--- src/core/lke_pkg.sv ---
package lke_pkg;

   // ----------------------------------------
   // Register offsets
   // ----------------------------------------
   localparam logic [11:0] OFS_CONTROL  = 12'h100;
   localparam logic [11:0] OFS_INPUT    = 12'h104;
   localparam logic [11:0] OFS_OUTPUT   = 12'h108;
   localparam logic [11:0] OFS_STATUS   = 12'h10c;
   localparam logic [11:0] OFS_EVT_STAT = 12'h110;
   localparam logic [11:0] OFS_EVT_MASK = 12'h114;

   // ----------------------------------------
   // Control register fields
   // ----------------------------------------
   localparam int CTL_EMUL_ON   = 0;
   localparam int CTL_EMUL_INT  = 1;
   localparam int CTL_CHAR_WAIT = 2;
   localparam int CTL_IRQ_EN    = 3;
   localparam int CTL_A20_SEQ   = 5;
   localparam int CTL_A20_STATE = 8;

   // ----------------------------------------
   // Legacy ports and commands
   // ----------------------------------------
   localparam logic [7:0] PORT_DATA   = 8'h60;
   localparam logic [7:0] PORT_CMD    = 8'h64;
   localparam logic [7:0] CMD_A20_SEQ = 8'hd1;
   localparam int         A20_DATA_BIT = 1;

   // ----------------------------------------
   // Event bits of the interrupt status
   // ----------------------------------------
   localparam int EV_WR_DATA = 0;
   localparam int EV_WR_CMD  = 1;
   localparam int EV_RD_DATA = 2;
   localparam int EV_A20     = 3;
   localparam int EV_NUM     = 4;

   // ----------------------------------------
   // Reset values
   // ----------------------------------------
   localparam logic [7:0]        RST_BYTE = 8'h00;
   localparam logic [EV_NUM-1:0] RST_MASK = 4'h0;

   // ----------------------------------------
   // Types
   // ----------------------------------------
   typedef struct packed {
      logic parity;
      logic timeout;
      logic aux_full_flag;
      logic inhibit_off;
      logic cmd_data;
      logic sys_flag;
      logic input_full;
      logic result_buffer_loaded;
   } lke_status_t;

   typedef struct packed {
      logic       rd;
      logic       wr;
      logic [7:0] addr;
      logic [7:0] data;
   } lke_port_req_t;

endpackage

--- src/core/lke_sync.sv ---
`timescale 1ns/1ps
module lke_sync (
   // Clock and reset
   input  wire logic mclk,
   input  wire logic rst_n,
   // Level in and out
   input  wire logic din,
   output logic      dout
);

   logic meta;

   always_ff @(posedge mclk or negedge rst_n) begin
      if (!rst_n) begin
         meta <= 1'b0;
         dout <= 1'b0;
      end else begin
         meta <= din;
         dout <= meta;
      end
   end

endmodule // lke_sync

--- src/core/lke_evt_irq.sv ---
`timescale 1ns/1ps
module lke_evt_irq (
   // Clock and reset
   input  wire logic                       mclk,
   input  wire logic                       rst_n,
   // Events
   input  wire logic [lke_pkg::EV_NUM-1:0] evt,
   // Software access
   input  wire logic                       stat_rd,
   input  wire logic                       mask_wr,
   input  wire logic [lke_pkg::EV_NUM-1:0] mask_wdata,
   output logic      [lke_pkg::EV_NUM-1:0] stat,
   output logic      [lke_pkg::EV_NUM-1:0] mask,
   // Interrupt line
   output logic                            irq
);

   // ----------------------------------------
   // Sticky bits, a new event beats the read clear
   // ----------------------------------------
   genvar i;
   generate
      for (i = 0; i < lke_pkg::EV_NUM; i++) begin : g_evt
         always_ff @(posedge mclk or negedge rst_n) begin
            if (!rst_n) begin
               stat[i] <= 1'b0;
            end else if (evt[i]) begin
               stat[i] <= 1'b1;
            end else if (stat_rd) begin
               stat[i] <= 1'b0;
            end
         end
      end
   endgenerate

   always_ff @(posedge mclk or negedge rst_n) begin
      if (!rst_n) begin
         mask <= lke_pkg::RST_MASK;
      end else if (mask_wr) begin
         mask <= mask_wdata;
      end
   end

   assign irq = |(stat & mask);

endmodule // lke_evt_irq

--- src/core/lke_emul.sv ---
// Register access over APB was chosen for this implementation.
`timescale 1ns/1ps
// How it works
// - Port 60H read returns output byte
// - Status bit 7 parity error, resets zero
// - Status bit 6 timeout, resets zero
// - IRQ12 when aux, loaded, enable set
// - Status bit 4 shows keyboard not inhibited
// - Write 60H clears, 64H sets cmd bit
// - Status bit 2 software flag, no effect
// - Port writes set input full, except A20
// - Input full and enabled raise emulation interrupt
// - Port 60H read clears result loaded; a status write in the same cycle wins
// - IRQ1 while loaded, enabled, aux clear
// - Not loaded plus char-waiting raises emulation interrupt
// - Ports decoded only while emulation is on
// - D1H to 64H enters A20 sequence
module lke_emul (
   // Clock and reset
   input  wire logic                  mclk,
   input  wire logic                  rst_n,
   // APB slave
   input  wire logic                  psel,
   input  wire logic                  penable,
   input  wire logic                  pwrite,
   input  wire logic [11:0]           paddr,
   input  wire logic [31:0]           pwdata,
   output logic      [31:0]           prdata,
   output logic                       pready,
   output logic                       pslverr,
   // Legacy port access
   input  wire lke_pkg::lke_port_req_t port_req,
   output logic      [7:0]            port_rdata,
   // Keyboard inhibit switch pin
   input  wire logic                  inhibit_off_pin,
   // Interrupt lines
   output logic                       irq1,
   output logic                       irq12,
   output logic                       emul_irq,
   output logic                       irq
);

   // ----------------------------------------
   // Declarations
   // ----------------------------------------
   lke_pkg::lke_status_t        status;
   lke_pkg::lke_status_t        sw_status;
   logic [7:0]                  output_byte;
   logic [7:0]                  input_byte;
   logic                        legacy_emulation_on;
   logic                        char_waiting_irq_enable;
   logic                        legacy_irq_request_enable;
   logic                        addr_line_gate_sequence;
   logic                        a20_state;
   logic                        inhibit_off;
   logic                        setup;
   logic                        access;
   logic                        bus_wr;
   logic                        bus_rd;
   logic                        hit;
   logic                        next_hit;
   logic [31:0]                 next_rdata;
   logic                        wr_ctl;
   logic                        wr_out;
   logic                        wr_stat;
   logic                        wr_mask;
   logic                        rd_evt;
   logic                        io_wr_data;
   logic                        io_wr_cmd;
   logic                        io_rd_data;
   logic                        a20_write;
   logic                        fill_input;
   logic [lke_pkg::EV_NUM-1:0]  evt;
   logic [lke_pkg::EV_NUM-1:0]  evt_stat;
   logic [lke_pkg::EV_NUM-1:0]  evt_mask;
   logic [31:0]                 ctl_word;

   // ----------------------------------------
   // Inhibit switch synchroniser
   // ----------------------------------------
   lke_sync u_inhibit_sync (
      .mclk (mclk),
      .rst_n(rst_n),
      .din  (inhibit_off_pin),
      .dout (inhibit_off)
   );

   // ----------------------------------------
   // APB decode
   // ----------------------------------------
   assign setup   = psel & ~penable;
   assign access  = psel & penable;
   assign bus_wr  = access & pwrite & hit;
   assign bus_rd  = access & ~pwrite & hit;
   // Every register answers at once: no wait states
   assign pready  = 1'b1;
   assign pslverr = access & ~hit;

   assign wr_ctl  = bus_wr & (paddr == lke_pkg::OFS_CONTROL);
   assign wr_out  = bus_wr & (paddr == lke_pkg::OFS_OUTPUT);
   assign wr_stat = bus_wr & (paddr == lke_pkg::OFS_STATUS);
   assign wr_mask = bus_wr & (paddr == lke_pkg::OFS_EVT_MASK);
   assign rd_evt  = bus_rd & (paddr == lke_pkg::OFS_EVT_STAT);

   always_comb begin
      ctl_word                              = 32'h0000_0000;
      ctl_word[lke_pkg::CTL_EMUL_ON]        = legacy_emulation_on;
      ctl_word[lke_pkg::CTL_EMUL_INT]       = emul_irq;
      ctl_word[lke_pkg::CTL_CHAR_WAIT]      = char_waiting_irq_enable;
      ctl_word[lke_pkg::CTL_IRQ_EN]         = legacy_irq_request_enable;
      ctl_word[lke_pkg::CTL_A20_SEQ]        = addr_line_gate_sequence;
      ctl_word[lke_pkg::CTL_A20_STATE]      = a20_state;
   end

   // Read data and address hit are prepared in the setup cycle
   always_comb begin
      next_hit   = 1'b1;
      next_rdata = 32'h0000_0000;
      case (paddr)
         lke_pkg::OFS_CONTROL:  next_rdata = ctl_word;
         lke_pkg::OFS_INPUT:    next_rdata = {24'h00_0000, input_byte};
         lke_pkg::OFS_OUTPUT:   next_rdata = {24'h00_0000, output_byte};
         lke_pkg::OFS_STATUS:   next_rdata = {24'h00_0000, status};
         lke_pkg::OFS_EVT_STAT: next_rdata = {28'h000_0000, evt_stat};
         lke_pkg::OFS_EVT_MASK: next_rdata = {28'h000_0000, evt_mask};
         default:               next_hit   = 1'b0;
      endcase
   end

   always_ff @(posedge mclk or negedge rst_n) begin
      if (!rst_n) begin
         prdata <= 32'h0000_0000;
         hit    <= 1'b0;
      end else if (setup) begin
         prdata <= pwrite ? 32'h0000_0000 : next_rdata;
         hit    <= next_hit;
      end
   end

   // ----------------------------------------
   // Legacy port decode
   // ----------------------------------------
   // decode only when on
   assign io_wr_data = legacy_emulation_on & port_req.wr & (port_req.addr == lke_pkg::PORT_DATA);
   assign io_wr_cmd  = legacy_emulation_on & port_req.wr & (port_req.addr == lke_pkg::PORT_CMD);
   assign io_rd_data = legacy_emulation_on & port_req.rd & (port_req.addr == lke_pkg::PORT_DATA);

   // A20 command itself, or the data byte that follows it
   assign a20_write  = (io_wr_cmd & (port_req.data == lke_pkg::CMD_A20_SEQ))
                     | (io_wr_data & addr_line_gate_sequence);
   assign fill_input = (io_wr_data | io_wr_cmd) & ~a20_write;

   // ----------------------------------------
   // Control register
   // ----------------------------------------
   always_ff @(posedge mclk or negedge rst_n) begin
      if (!rst_n) begin
         legacy_emulation_on       <= 1'b0;
         char_waiting_irq_enable   <= 1'b0;
         legacy_irq_request_enable <= 1'b0;
      end else if (wr_ctl) begin
         legacy_emulation_on       <= pwdata[lke_pkg::CTL_EMUL_ON];
         char_waiting_irq_enable   <= pwdata[lke_pkg::CTL_CHAR_WAIT];
         legacy_irq_request_enable <= pwdata[lke_pkg::CTL_IRQ_EN];
      end
   end

   always_ff @(posedge mclk or negedge rst_n) begin
      if (!rst_n) begin
         addr_line_gate_sequence <= 1'b0;
      end else if (io_wr_cmd) begin
         addr_line_gate_sequence <= (port_req.data == lke_pkg::CMD_A20_SEQ);
      end
   end

   // Gate state follows the data byte of a sequence, or software
   always_ff @(posedge mclk or negedge rst_n) begin
      if (!rst_n) begin
         a20_state <= 1'b0;
      end else if (io_wr_data & addr_line_gate_sequence) begin
         a20_state <= port_req.data[lke_pkg::A20_DATA_BIT];
      end else if (wr_ctl) begin
         a20_state <= pwdata[lke_pkg::CTL_A20_STATE];
      end
   end

   // ----------------------------------------
   // Data bytes
   // ----------------------------------------
   // A20 writes land here too, so software sees them
   always_ff @(posedge mclk or negedge rst_n) begin
      if (!rst_n) begin
         input_byte <= lke_pkg::RST_BYTE;
      end else if (io_wr_data | io_wr_cmd) begin
         input_byte <= port_req.data;
      end
   end

   always_ff @(posedge mclk or negedge rst_n) begin
      if (!rst_n) begin
         output_byte <= lke_pkg::RST_BYTE;
      end else if (wr_out) begin
         output_byte <= pwdata[7:0];
      end
   end

   always_ff @(posedge mclk or negedge rst_n) begin
      if (!rst_n) begin
         port_rdata <= lke_pkg::RST_BYTE;
      end else if (io_rd_data) begin
         port_rdata <= output_byte;
      end
   end

   // ----------------------------------------
   // Status register
   // ----------------------------------------
   // Software view of a status write, laid out like the register
   assign sw_status = lke_pkg::lke_status_t'(pwdata[7:0]);

   always_ff @(posedge mclk or negedge rst_n) begin
      if (!rst_n) begin
         status.parity <= 1'b0;
      end else if (wr_stat) begin
         status.parity <= sw_status.parity;
      end
   end

   always_ff @(posedge mclk or negedge rst_n) begin
      if (!rst_n) begin
         status.timeout <= 1'b0;
      end else if (wr_stat) begin
         status.timeout <= sw_status.timeout;
      end
   end

   // Aux flag steers the loaded byte to the mouse line
   always_ff @(posedge mclk or negedge rst_n) begin
      if (!rst_n) begin
         status.aux_full_flag <= 1'b0;
      end else if (wr_stat) begin
         status.aux_full_flag <= sw_status.aux_full_flag;
      end
   end

   always_ff @(posedge mclk or negedge rst_n) begin
      if (!rst_n) begin
         status.sys_flag <= 1'b0;
      end else if (wr_stat) begin
         status.sys_flag <= sw_status.sys_flag;
      end
   end

   always_ff @(posedge mclk or negedge rst_n) begin
      if (!rst_n) begin
         status.inhibit_off <= 1'b0;
      end else begin
         status.inhibit_off <= inhibit_off;
      end
   end

   always_ff @(posedge mclk or negedge rst_n) begin
      if (!rst_n) begin
         status.cmd_data <= 1'b0;
      end else if (io_wr_cmd) begin
         status.cmd_data <= 1'b1;
      end else if (io_wr_data) begin
         status.cmd_data <= 1'b0;
      end else if (wr_stat) begin
         status.cmd_data <= sw_status.cmd_data;
      end
   end

   // port write other than A20 sets, wins over clear
   always_ff @(posedge mclk or negedge rst_n) begin
      if (!rst_n) begin
         status.input_full <= 1'b0;
      end else if (fill_input) begin
         status.input_full <= 1'b1;
      end else if (wr_stat) begin
         status.input_full <= sw_status.input_full;
      end
   end

   always_ff @(posedge mclk or negedge rst_n) begin
      if (!rst_n) begin
         status.result_buffer_loaded <= 1'b0;
      end else if (wr_stat) begin
         status.result_buffer_loaded <= sw_status.result_buffer_loaded;
      end else if (io_rd_data) begin
         status.result_buffer_loaded <= 1'b0;
      end
   end

   // ----------------------------------------
   // Legacy interrupt lines
   // ----------------------------------------
   // Legacy lines follow the enable alone, not emulation on
   // keyboard interrupt
   assign irq1  = legacy_irq_request_enable & ~status.aux_full_flag
                & status.result_buffer_loaded;
   assign irq12 = legacy_irq_request_enable & status.aux_full_flag
                & status.result_buffer_loaded;

   assign emul_irq = (legacy_emulation_on & status.input_full)
                   | (char_waiting_irq_enable & ~status.result_buffer_loaded);

   // ----------------------------------------
   // Event interrupt
   // ----------------------------------------
   always_comb begin
      evt                     = '0;
      evt[lke_pkg::EV_WR_DATA] = io_wr_data;
      evt[lke_pkg::EV_WR_CMD]  = io_wr_cmd;
      evt[lke_pkg::EV_RD_DATA] = io_rd_data;
      evt[lke_pkg::EV_A20]     = a20_write;
   end

   lke_evt_irq u_evt_irq (
      .mclk      (mclk),
      .rst_n     (rst_n),
      .evt       (evt),
      .stat_rd   (rd_evt),
      .mask_wr   (wr_mask),
      .mask_wdata(pwdata[lke_pkg::EV_NUM-1:0]),
      .stat      (evt_stat),
      .mask      (evt_mask),
      .irq       (irq)
   );

endmodule // lke_emul

--- config.mk ---
export PLATFORM = sky130hd
export DESIGN_NAME = lke_emul
export DESIGN_NICKNAME = d
export VERILOG_FILES = /design/src/core/lke_pkg.sv /design/src/core/lke_sync.sv /design/src/core/lke_evt_irq.sv /design/src/core/lke_emul.sv
export SDC_FILE = /design/constraint.sdc
export NUM_CORES = 1
export LEC_CHECK = 0
export ABC_CLOCK_PERIOD_IN_PS = 2400
export BUFFER_PORTS_ARGS = -buffer_cell sky130_fd_sc_hd__clkbuf_2
export CORE_MARGIN = 3
export CORE_UTILIZATION = 52
export CTS_CLUSTER_SIZE = 28
export DETAILED_ROUTE_END_ITERATION = 10
export PLACE_DENSITY = 0.85
export SETUP_SLACK_MARGIN = 0.4
export SLEW_MARGIN = 30
export SYNTH_ARGS = -nofsm -noshare
export SYNTH_HDL_FRONTEND = slang
export SYNTH_SLANG_ARGS = --single-unit
--- constraint.sdc ---
create_clock -name mclk -period 2.4 [get_ports mclk]
set_input_delay 0.24 -clock mclk [delete_from_list [all_inputs] [get_ports mclk]]
set_output_delay 0.24 -clock mclk [all_outputs]
set_load 0.01 [all_outputs]
After elaboration in Yosys (flattened, before gate mapping):

Index checks and enable logic that the tools add are counted.
W data, S select, Z words.

* ROM bits: 0
* latch bits: 0
* RAM bits: 0
* word-level logic and storage cells: 97
* memories: 0
* register bits: 80
* input port bits: 68

* multipliers: 0
* eq/ne operators: 9
* divide/modulo/power cells: 0
* reduce and logical (&&, ||, !) cells: 10
* mux-type cells: 17
* order comparisons: 0
* add/subtract/negate cells: 0
* bitwise logic cells: 36
* shift-type cells: 0

Operators with widths (number)
* $eq A12 B9 Y1 const B: 6
* $pmux W9 S6: 1
* $mux W32: 1
* $and A1 B1 Y1: 26
* $eq A8 B7 Y1 const B: 2
* $mux W1: 15
* $reduce_bool A2 Y1: 7
* $eq A8 B8 Y1 const B: 1
* $not A1 Y1: 6
* $reduce_or A6 Y1: 1
* $and A4 B4 Y4: 1
* $reduce_or A4 Y1: 1
* $or A1 B1 Y1: 3
* $reduce_bool A3 Y1: 1

Longest topological paths before layout:

Gate-level depths: netlist of run 1.

* depth in word-level cells: 7
* gate-level depth with buffers: 6
* mapped depth without buffers: 4

By module:

From an unflattened synthesis of run 1, not the netlist that was laid out.

* cell total of the unflattened synthesis: 270
* area, all modules: 2891.5 µm²

By module, submodules not included
* lke_emul: times used 1, cells each 248, area each 2543.7 µm², seq. area each 1176.1 µm²
* lke_evt_irq: times used 1, cells each 20, area each 297.8 µm², seq. area each 200.2 µm²
* lke_sync: times used 1, cells each 2, area each 50.0 µm², seq. area each 50.0 µm²

Least setup slack after synthesis of run 1:

OpenSTA, ideal clock, no wires.

* path type: input to register
* from: input port paddr[7]
* to: register status[2] (netlist name)
* slack: 0.614 ns
* path buffers: 1
* stages: 5
* data arrival time: 1.661 ns
* cell sequence: nor4b_4 nand3_2 or4_4 buf_6 mux2_4

* cells in the longest elaborated chain, start to end: 2

RTL lines
* start: declaration: line lke_emul.sv:26 `input wire logic [11:0] paddr,`
* $eq A12 B9 Y1: line lke_emul.sv:101 `assign wr_stat = bus_wr & (paddr == lke_pkg::OFS_STATUS);`
* $and A1 B1 Y1: line lke_emul.sv:101
* end: declaration: line lke_emul.sv:46 `lke_pkg::lke_status_t status;`

Every way passes these cells.
A chain may end at the register's enable or synchronous reset.

Worst setup path in the final report of run 1:

* from: register legacy_emulation_on
* to: register addr_line_gate_sequence

* cells in the longest elaborated chain, start to end: 2

RTL lines
* start: declaration: line lke_emul.sv:50 `logic legacy_emulation_on;`
* start signal: assignment: line lke_emul.sv:162 `legacy_emulation_on <= pwdata[lke_pkg::CTL_EMUL_ON];`
* $and A1 B1 Y1 (2 in a row): line lke_emul.sv:145 `assign io_wr_cmd = legacy_emulation_on & port_req.wr & (port_req.addr == lke_pkg::PORT_CMD);`
* end signal: assignment: line lke_emul.sv:172 `addr_line_gate_sequence <= (port_req.data == lke_pkg::CMD_A20_SEQ);`
* end: declaration: line lke_emul.sv:53 `logic addr_line_gate_sequence;`

Every way passes these cells.

==> impl_metrics.ini, run 1 <==
[logic_synthesis]
synth_area_per_cell_sq_um = 11.00
syn-cell-area_sq_mm = 0.002894
yosysWarnings = 0
synth_edf_count = 0
ys_seq_area_share_pct = 49.29
synth_cell_types = 47
syn_inst = 263
ys_ff_latch = 57
ys_async_sr_fraction_pct = 100.0
ys.flop_type = dfrtp_1

[cts]
clk_pin_slew_worst_paths_ns = 0.06
root_buffer = clkbuf_8
cts.path.max_buffers = 2
cts_buffers = 9
cts.sink_count = 57
cts_tree = built
insertion_delay_ns = 0.34
htreeDepth = 3

[min_path]
min_from = port_req[5]
hold_path_end = input_byte[5]$_DFFE_PN0P_
hp-class = input port to register
holdPathStages = 3

[timing]
maxSlewHeadroom_pct = 58.19
fmax_ghz = 0.5304
fin_crit_sh_pct = 78.56
fin_tns_setup_ns = 0
rsz0062_at_grt = false
hold_violations = 0
setup_viol = 0
finalCriticalPeriod_ns = 1.886
tightest_slew_ns = 0.6184
maxSlewViolCount = 0
final.setup_skew_ns = 0.007334

[place]
io_buffers = 66
routabilityCongestion = 0.9112
dp_hpwl_um = 5122

[worst_setup_path]
reg2regPathDepth = 4
ff2ff_setup_slack_ns = 0.51
cp-startpoint = legacy_emulation_on$_DFFE_PN0P_
end_kind = register
start_kind = register
worst-path-buf-inv = 0
slowest_stage = nor4b_1
crit_family = simple AND/OR/NAND/NOR gates
required_ns = 2.62
r2r-start = legacy_emulation_on$_DFFE_PN0P_
worst_path_largest_cell_delay_ns = 0.55
r2r_end = addr_line_gate_sequence$_DFFE_PN0P_
path_max_fanout = 12
path_class = register to register
worstPathCellList = nor4b_1 -> and3_1 -> nand2_1 -> mux2i_1
crit_arrival_ns = 2.11

[drt]
viasPerCell = 5.529
wl_met2_um = 3333
wl_per_cell_um = 16.50
firstDrtPassIters = 4
via_count = 2278
routedLengthMet1_um = 2791
wl_met3_um = 563
wl_um = 6800
drt_drc_violations_left = 0
dr.first_iter.drc_count = 201
antenna_left = 0
highest_layer = met4

[final_layout]
syn_to_final_growth_pct = 19.93
fin_util_pct = 66.27
diodes = 0
final_cell_mix = 66 x clkbuf_2, 57 x dfrtp_1, 41 x nand2_1, 26 x mux2_2, 24 x conb_1
final_common_cell = clkbuf_2
fillers = 422
final_nets = 405
drive_gt1_share_pct = 36.84

[floorplanning]
io_pins = 114
dieArea_sq_mm = 0.006496
die_y_um = 80.60
rows = 26
start_util_pct = 55.26
die_w_um = 80.60
coreArea_sq_mm = 0.005238

[power_and_ir_drop]
p_seq_share_pct = 45.6
p_comb_share_pct = 6.7
p_sw_share_pct = 23.07
ir_worst_vdd_mv = 0.4066
internal_power_mw = 1.627
p_leak_nw = 1.831
p_total_mw = 2.115
switching_power_mw = 0.4878
p_per_area_mw_per_mm2 = 609.3
clock_power_share_pct = 47.7

[global_routing]
gr-total-overflow = 0
grt_max_degree = 34
grt_pass1_wl_um = 11160
grt_pass1_vias = 2316
grt_antenna_before_repair = 0
grt_usage_pct = 22.88

[run]
drv_cap = 0

[run_status]
status = completed
[what timing repair did]
item	4_1_cts	5_1_grt
endpoints found under the setup margin	0	3
hold buffers	2	0
endpoints found under the hold margin	7	0
gates resized for setup	0	1
setup buffers	0	0
[registers in the layout, summed over array words and instances, names as in the netlist, 4 cells and up]
signal / count
input_byte: 8
output_byte: 8
port_rdata: 8
prdata: 9
status: 8
u_evt_irq.mask: 4
u_evt_irq.stat: 4
[routing by layer]
metal | GRT usage, % | vias to the layer above
met5 | 0 | -
met4 | 8.446 | 0
met3 | 4.596 | 14
met2 | 36.84 | 102
met1 | 30.54 | 1115
li1 | - | 1047
[final cells by class]
type | instances | area, sq um | area share, %
clock buffers | 10 | 137.6 | 3.965
flip-flops and latches | 57 | 1426 | 41.10
clock inverters | 6 | 90.09 | 2.596
inverters | 6 | 22.52 | 0.6489
multi-input cells | 189 | 1311 | 37.78
well taps | 70 | 87.58 | 2.523
repair buffers | 74 | 395.4 | 11.39
[cells by family after synthesis]
| group | synth area share [%] |
|---|---|
| simple gates | 16.04 |
| flops | 49.29 |
| compound gates | 10.16 |
| buf+inv | 8.430 |
| mux | 15.82 |
| other cells | 0.2595 |
[cells in the mapped netlist, types with 3 or more instances]
cell type / n / area share [%]
clkbuf_1: 8 / 1.0
nand2_1: 41 / 5.3
nor4b_1: 3 / 0.91
nor2b_1: 4 / 0.86
dfrtp_1: 57 / 49
mux2i_1: 6 / 2.1
nand3_1: 4 / 0.69
a22oi_1: 5 / 1.3
buf_4: 24 / 6.2
a22o_1: 5 / 1.5
a21oi_1: 4 / 0.69
inv_1: 6 / 0.78
nand4_1: 4 / 0.86
nand4b_1: 3 / 0.91
mux2_4: 4 / 2.1
o211ai_1: 3 / 0.78
mux2_2: 26 / 10
nor2_1: 10 / 1.3
o21ai_0: 9 / 1.6
[power by group through the flow]
stage                     clock [mW]  combinational [mW]  sequential [mW]
after floorplan                    0              0.0842            0.982
after CTS                       1.03               0.140            0.964
final                           1.01               0.141            0.964
after detailed placement           0               0.137            0.982
after global placement             0               0.134            0.982
after global routing            1.07               0.158            0.963
[worst min-delay path: stages]
cell,delay [ns]
clkbuf_2,0.09
nand2_1,0.04
nand2_1,0.04
[stage by stage]
| stage | cell area (sq um) | std cells | hold slack [ns] | setup WS [ns] |
|---|---|---|---|---|
| after floorplan | 2977 | 285 | -0.05559 | 0.6143 |
| after global placement | 3218 | 394 | 0.08616 | 0.4526 |
| after detailed placement | 3218 | 394 | 0.08691 | 0.4430 |
| after CTS | 3466 | 412 | 0.09507 | 0.4492 |
| after global routing | 3471 | 412 | 0.1186 | 0.4138 |
| final | 3471 | 412 | 0.1077 | 0.5145 |
[how the worst max path moves through the flow]
stage                     cells after the start  slack (ns)                                  end
after floorplan                               5        0.61                status[2]$_DFFE_PN0P_
after global placement                        5        0.45                status[2]$_DFFE_PN0P_
after detailed placement                      5        0.44                status[2]$_DFFE_PN0P_
after CTS                                     4        0.45                a20_state$_DFFE_PN0P_
after global routing                          4        0.41                a20_state$_DFFE_PN0P_
final                                         4        0.51  addr_line_gate_sequence$_DFFE_PN0P_
Note: power is estimated with default switching activity, not from simulation.
==> inputs of run 2 (changes only) <==
--- a/config.mk
+++ b/config.mk
@@ -5,13 +5,13 @@
 export SDC_FILE = /design/constraint.sdc
 export NUM_CORES = 1
 export LEC_CHECK = 0
-export ABC_CLOCK_PERIOD_IN_PS = 2400
+export ABC_CLOCK_PERIOD_IN_PS = 1520
 export BUFFER_PORTS_ARGS = -buffer_cell sky130_fd_sc_hd__clkbuf_2
 export CORE_MARGIN = 3
-export CORE_UTILIZATION = 52
+export CORE_UTILIZATION = 44
 export CTS_CLUSTER_SIZE = 28
 export DETAILED_ROUTE_END_ITERATION = 10
-export PLACE_DENSITY = 0.85
+export PLACE_DENSITY = 0.76
 export SETUP_SLACK_MARGIN = 0.4
 export SLEW_MARGIN = 30
 export SYNTH_ARGS = -nofsm -noshare
==> constraint.sdc (replaced) <==
create_clock -name mclk -period 1.52 [get_ports mclk]
set_input_delay 0.152 -clock mclk [delete_from_list [all_inputs] [get_ports mclk]]
set_output_delay 0.152 -clock mclk [all_outputs]
set_load 0.01 [all_outputs]
==> impl_metrics.ini, run 2 (same netlist as run 1, synthesis figures left out) <==
[run_status]
status = completed

[final_layout]
regMostFlops = prdata
fillers = 515
final_nets = 432
largest_register_ffs = 9
layout.cells.non_filler = 442
final_common_cell = clkbuf_2
drive_gt1_share_pct = 50.41
diodes = 0
syn_to_final_growth_pct = 33.07
final_cell_mix = 61 x clkbuf_2, 56 x dfrtp_1, 31 x nand2_1, 25 x mux2_2
fin_util_pct = 62.82

[timing]
fin_tns_setup_ns = 0
setup_viol = 0
finalCriticalPeriod_ns = 1.457
maxSlewHeadroom_pct = 54.14
hold_violations = 0
rsz0062_at_grt = true
maxSlewViolCount = 0
fin_crit_sh_pct = 95.89
fmax_ghz = 0.6861
final.setup_skew_ns = 0.007764
tightest_slew_ns = 0.6786

[power_and_ir_drop]
p_seq_share_pct = 48.6
clock_power_share_pct = 43.2
p_per_area_mw_per_mm2 = 814.1
switching_power_mw = 0.7371
ir_worst_vdd_mv = 0.5502
p_comb_share_pct = 8.3
p_leak_nw = 2.006
p_sw_share_pct = 23.51
internal_power_mw = 2.398

[cts]
cts_buffers = 9
cts.path.max_buffers = 2
root_buffer = clkbuf_8
cts.sink_count = 57
insertion_delay_ns = 0.33
htreeDepth = 3
cts_tree = built
clk_pin_slew_worst_paths_ns = 0.06

[run]
drv_cap = 0

[drt]
dr.first_iter.drc_count = 162
wl_um = 7432
antenna_left = 0
via_count = 2351
firstDrtPassIters = 4
viasPerCell = 5.319
wl_per_cell_um = 16.81
drt_drc_violations_left = 0

[worst_setup_path]
worst_path_largest_cell_delay_ns = 0.62
worst-path-buf-inv = 1
crit_family = simple AND/OR/NAND/NOR gates
end_kind = register
crit_arrival_ns = 1.67
path_class = input port to register
required_ns = 1.73
path_max_fanout = 5
start_kind = input port
worstPathCellList = buf_6 -> nor4b_4 -> nand3_2 -> or4_4 -> mux2_4
slowest_stage = or4_4

[floorplanning]
dieArea_sq_mm = 0.007586
die_y_um = 87.10
rows = 28
coreArea_sq_mm = 0.006131
die_w_um = 87.10
io_pins = 114
start_util_pct = 47.20

[place]
dp_hpwl_um = 5506
routabilityCongestion = 0.9028
io_buffers = 66
placed_cells = 413

[min_path]
hp-class = input port to register

[global_routing]
gr-total-overflow = 0
grt_antenna_before_repair = 0
grt_pass1_wl_um = 11710
grt_max_degree = 58
grt_pass1_vias = 2284
grt_usage_pct = 20.49
-- run 2: cell types whose count changed in the layout (fill, tap and decap cells not counted), sizes merged --
cell / change
buf: +32
clkbuf: -4
bufinv: -1
clkinv: -1
inv: -1
-- run 2: final cells by class --
class                           count  area (sq um)  area share, %
Tap cell                           75         93.84          2.437
Sequential cell                    57          1428          37.07
Clock inverter                      3         42.54          1.105
Timing Repair Buffer              101         653.1          16.96
Multi-Input combinational cell    189          1470          38.17
Inverter                            6         22.52         0.5848
Clock buffer                       11         141.4          3.671
-- run 2: path summary, 6_finish.rpt --
path / start / endpoint / slack, ns / cells after the start
worst max-delay path: paddr[9] / status[7]$_DFFE_PN0P_ / 0.06 / 5
worst min-delay path: port_req[6] / input_byte[6]$_DFFE_PN0P_ / 0.04 / 3
worst max register to register: hit$_DFFE_PN0P_ / status[7]$_DFFE_PN0P_ / 0.06 / 3
worst min register to register: u_inhibit_sync.meta$_DFF_PN0_ / u_inhibit_sync.dout$_DFF_PN0_ / 0.35 / 0
max in group asynchronous: rst_n / status[0]$_DFFE_PN0P_ / 0.90 / 3
min in group asynchronous: rst_n / u_inhibit_sync.meta$_DFF_PN0_ / 0.37 / 3
-- run 2: power groups by stage --
stage	Sequential, mW	Combinational, mW	Clock (mW)
after floorplan	1.55	0.139	0
after CTS	1.52	0.253	1.37
after global routing	1.52	0.288	1.45
after global placement	1.55	0.243	0
after detailed placement	1.55	0.244	0
final	1.52	0.260	1.35
-- run 2: stage by stage --
step	hold slack [ns]	power, mW	area (sq um)	worst slack (ns)
after floorplan	-0.1436	1.689	3028	-0.1777
after global placement	0.1783	1.793	3357	-0.2373
after detailed placement	0.1860	1.794	3357	-0.2715
after CTS	0.02861	3.146	3717	0.06952
after global routing	0.03311	3.260	3851	0.01490
final	0.03523	3.135	3851	0.06252
-- run 2: worst min-delay path: cells and delay by family --
| family | cells | cell delay, ns |
|---|---|---|
| and+or+nand+nor | 2 | 0.09 |
| buffers and inverters | 1 | 0.09 |
-- run 2: layer usage --
| layer | global-route usage (%) | up-vias | wire [um] |
|---|---|---|---|
| met3 | 5.109 | 15 | 484 |
| met1 | 27.32 | 1150 | 3233 |
| li1 | - | 1099 | - |
| met4 | 7.531 | 0 | 129 |
| met2 | 32.37 | 87 | 3585 |
| met5 | 0 | - | 0 |
-- run 2: repair_timing --
item	in CTS	in global routing
setup endpoints to repair	57	58
hold buffers	2	0
pin swaps	18	16
resized for setup	29	33
buffers inserted	8	5
endpoints found under the hold margin	58	0
==> inputs of run 3 (changes only) <==
--- a/config.mk
+++ b/config.mk
@@ -5,13 +5,13 @@
 export SDC_FILE = /design/constraint.sdc
 export NUM_CORES = 1
 export LEC_CHECK = 0
-export ABC_CLOCK_PERIOD_IN_PS = 1520
-export BUFFER_PORTS_ARGS = -buffer_cell sky130_fd_sc_hd__clkbuf_2
+export ABC_CLOCK_PERIOD_IN_PS = 1190
+export BUFFER_PORTS_ARGS = -buffer_cell sky130_fd_sc_hd__buf_2
 export CORE_MARGIN = 3
-export CORE_UTILIZATION = 44
+export CORE_UTILIZATION = 40
 export CTS_CLUSTER_SIZE = 28
 export DETAILED_ROUTE_END_ITERATION = 10
-export PLACE_DENSITY = 0.76
+export PLACE_DENSITY = 0.7
 export SETUP_SLACK_MARGIN = 0.4
 export SLEW_MARGIN = 30
 export SYNTH_ARGS = -nofsm -noshare
==> constraint.sdc (replaced) <==
create_clock -name mclk -period 1.19 [get_ports mclk]
set_input_delay 0.119 -clock mclk [delete_from_list [all_inputs] [get_ports mclk]]
set_output_delay 0.119 -clock mclk [all_outputs]
set_load 0.01 [all_outputs]
==> impl_metrics.ini, run 3 (same netlist as run 1, synthesis figures left out) <==
[cts]
cts.path.max_buffers = 2
cts_tree = built
root_buffer = clkbuf_8
htreeDepth = 3
clk_pin_slew_worst_paths_ns = 0.07
insertion_delay_ns = 0.34
cts.sink_count = 57
cts_buffers = 9

[drt]
drt_drc_violations_left = 0
wl_um = 8300
antenna_left = 0
wl_per_cell_um = 16.02
via_count = 2626
firstDrtPassIters = 5
dr.first_iter.drc_count = 157
viasPerCell = 5.069

[worst_setup_path]
crit_end = status[2]$_DFFE_PN0P_
r2r_end = status[2]$_DFFE_PN0P_
start_kind = register
path_max_fanout = 5
path_class = register to register
reg2regPathDepth = 3
crit_arrival_ns = 1.69
required_ns = 1.42
end_kind = register
cp-startpoint = hit$_DFFE_PN0P_
r2r-start = hit$_DFFE_PN0P_
ff2ff_setup_slack_ns = -0.27

[place]
placed_cell_area_sq_mm = 0.003638
routabilityCongestion = 0.8582
place_ws_ns = -0.5825
dp_hpwl_um = 5829
io_buffers = 66
placed_cells = 467

[final_layout]
drive_gt1_share_pct = 56.87
syn_to_final_growth_pct = 52.31
layout.cells.non_filler = 518
regMostFlops = prdata
final_nets = 485
final_common_cell = buf_4
fin_util_pct = 63.82
fillers = 551
diodes = 0
largest_register_ffs = 9
final_cell_mix = 65 x buf_4, 60 x buf_2, 57 x dfrtp_1, 27 x nand2_1
post-route-cell-area_sq_mm = 0.004408

[min_path]
min_from = pwdata[4]
hp-class = input port to register

[run_status]
violations = setup timing
status = complete, but fails checks

[timing]
rsz0062_at_grt = true
fmax_ghz = 0.6834
worst_slack_ns = -0.2732
maxSlewViolCount = 0
hold_violations = 0
final.setup_skew_ns = 0.007710
fin_crit_sh_pct = 123.0
fin_tns_setup_ns = -7.999
setup_viol = 55
holdWs_ns = 0.02078
finalCriticalPeriod_ns = 1.463

[global_routing]
gr-total-overflow = 0
grt_max_degree = 45
grt_antenna_before_repair = 0
grt_usage_pct = 19.76
grt_pass1_wl_um = 12690
grt_pass1_vias = 2538

[floorplanning]
start_util_pct = 41.90
io_pins = 114
rows = 30
dieArea_sq_mm = 0.008292
die_w_um = 91.06
die_y_um = 91.06
coreArea_sq_mm = 0.006907

[power_and_ir_drop]
p_leak_nw = 2.324
switching_power_mw = 1.020
p_sw_share_pct = 24.15
clock_power_share_pct = 44.2
p_comb_share_pct = 9.8
ir_worst_vdd_mv = 0.5792
p_seq_share_pct = 46.0
p_total_mw = 4.224
p_per_area_mw_per_mm2 = 958.3
internal_power_mw = 3.204

[run]
drv_cap = 0
==> run 3: cell count changes in the layout (fill, tap and decap cells not counted), moves of 2 or more <==
cell / change
clkbuf_2: -61
buf_4: +41
buf_2: +57
dlygate4sd3_1: +4
o21ai_2: -2
nand2_1: -4
buf_6: +10
nand2_2: +2
nand2_4: +2
==> run 3: critical path: stages (launching register included) <==
cell,delay [ns]
dfrtp_1,0.39
nand4_1,0.14
or4_4,0.50
mux2_4,0.32
==> run 3: how the worst min path moves through the flow <==
stage          cells after the start                         end
3_5_place_dp                       2       prdata[6]$_DFFE_PN0P_
6_report                           2  output_byte[4]$_DFFE_PN0P_
4_1_cts                            2  output_byte[4]$_DFFE_PN0P_
5_1_grt                            2       status[7]$_DFFE_PN0P_
2_1_floorplan                      0       a20_state$_DFFE_PN0P_
3_3_place_gp                       2   port_rdata[6]$_DFFE_PN0P_
==> run 3: power by group through the flow <==
| stage | registers, mW | clock network (mW) | logic, mW |
|---|---|---|---|
| 3_3_place_gp | 1.98 | 0 | 0.361 |
| 6_report | 1.94 | 1.87 | 0.412 |
| 3_5_place_dp | 1.98 | 0 | 0.368 |
| 2_1_floorplan | 1.98 | 0 | 0.172 |
| 5_1_grt | 1.94 | 1.98 | 0.449 |
| 4_1_cts | 1.94 | 1.89 | 0.399 |
==> run 3: what timing repair did <==
item,CTS,global route
gates resized for setup,46,26
buffers inserted,17,11
hold buffers,6,0
endpoints found under the hold margin,62,0
endpoints found under the setup margin,76,76
cloned,1,0
pin swaps,35,22
==> run 3: area by class of cell <==
type                            count  area (sq um)  share of cell area [%]
Clock buffer                       12         155.1                   3.520
Multi-Input combinational cell    190          1519                   34.46
Inverter                            6         22.52                  0.5109
Timing Repair Buffer              153          1114                   25.26
Sequential cell                    57          1426                   32.36
Clock inverter                      4         51.30                   1.164
Tap cell                           96         120.1                   2.725
==> run 3: per-layer routing <==
metal | GRT usage, % | up-vias | routed length, um
li1 | - | 1220 | -
met5 | 0 | - | 0
met2 | 32.13 | 109 | 4085
met1 | 25.36 | 1276 | 3481
met3 | 3.977 | 21 | 494
met4 | 9.045 | 0 | 238
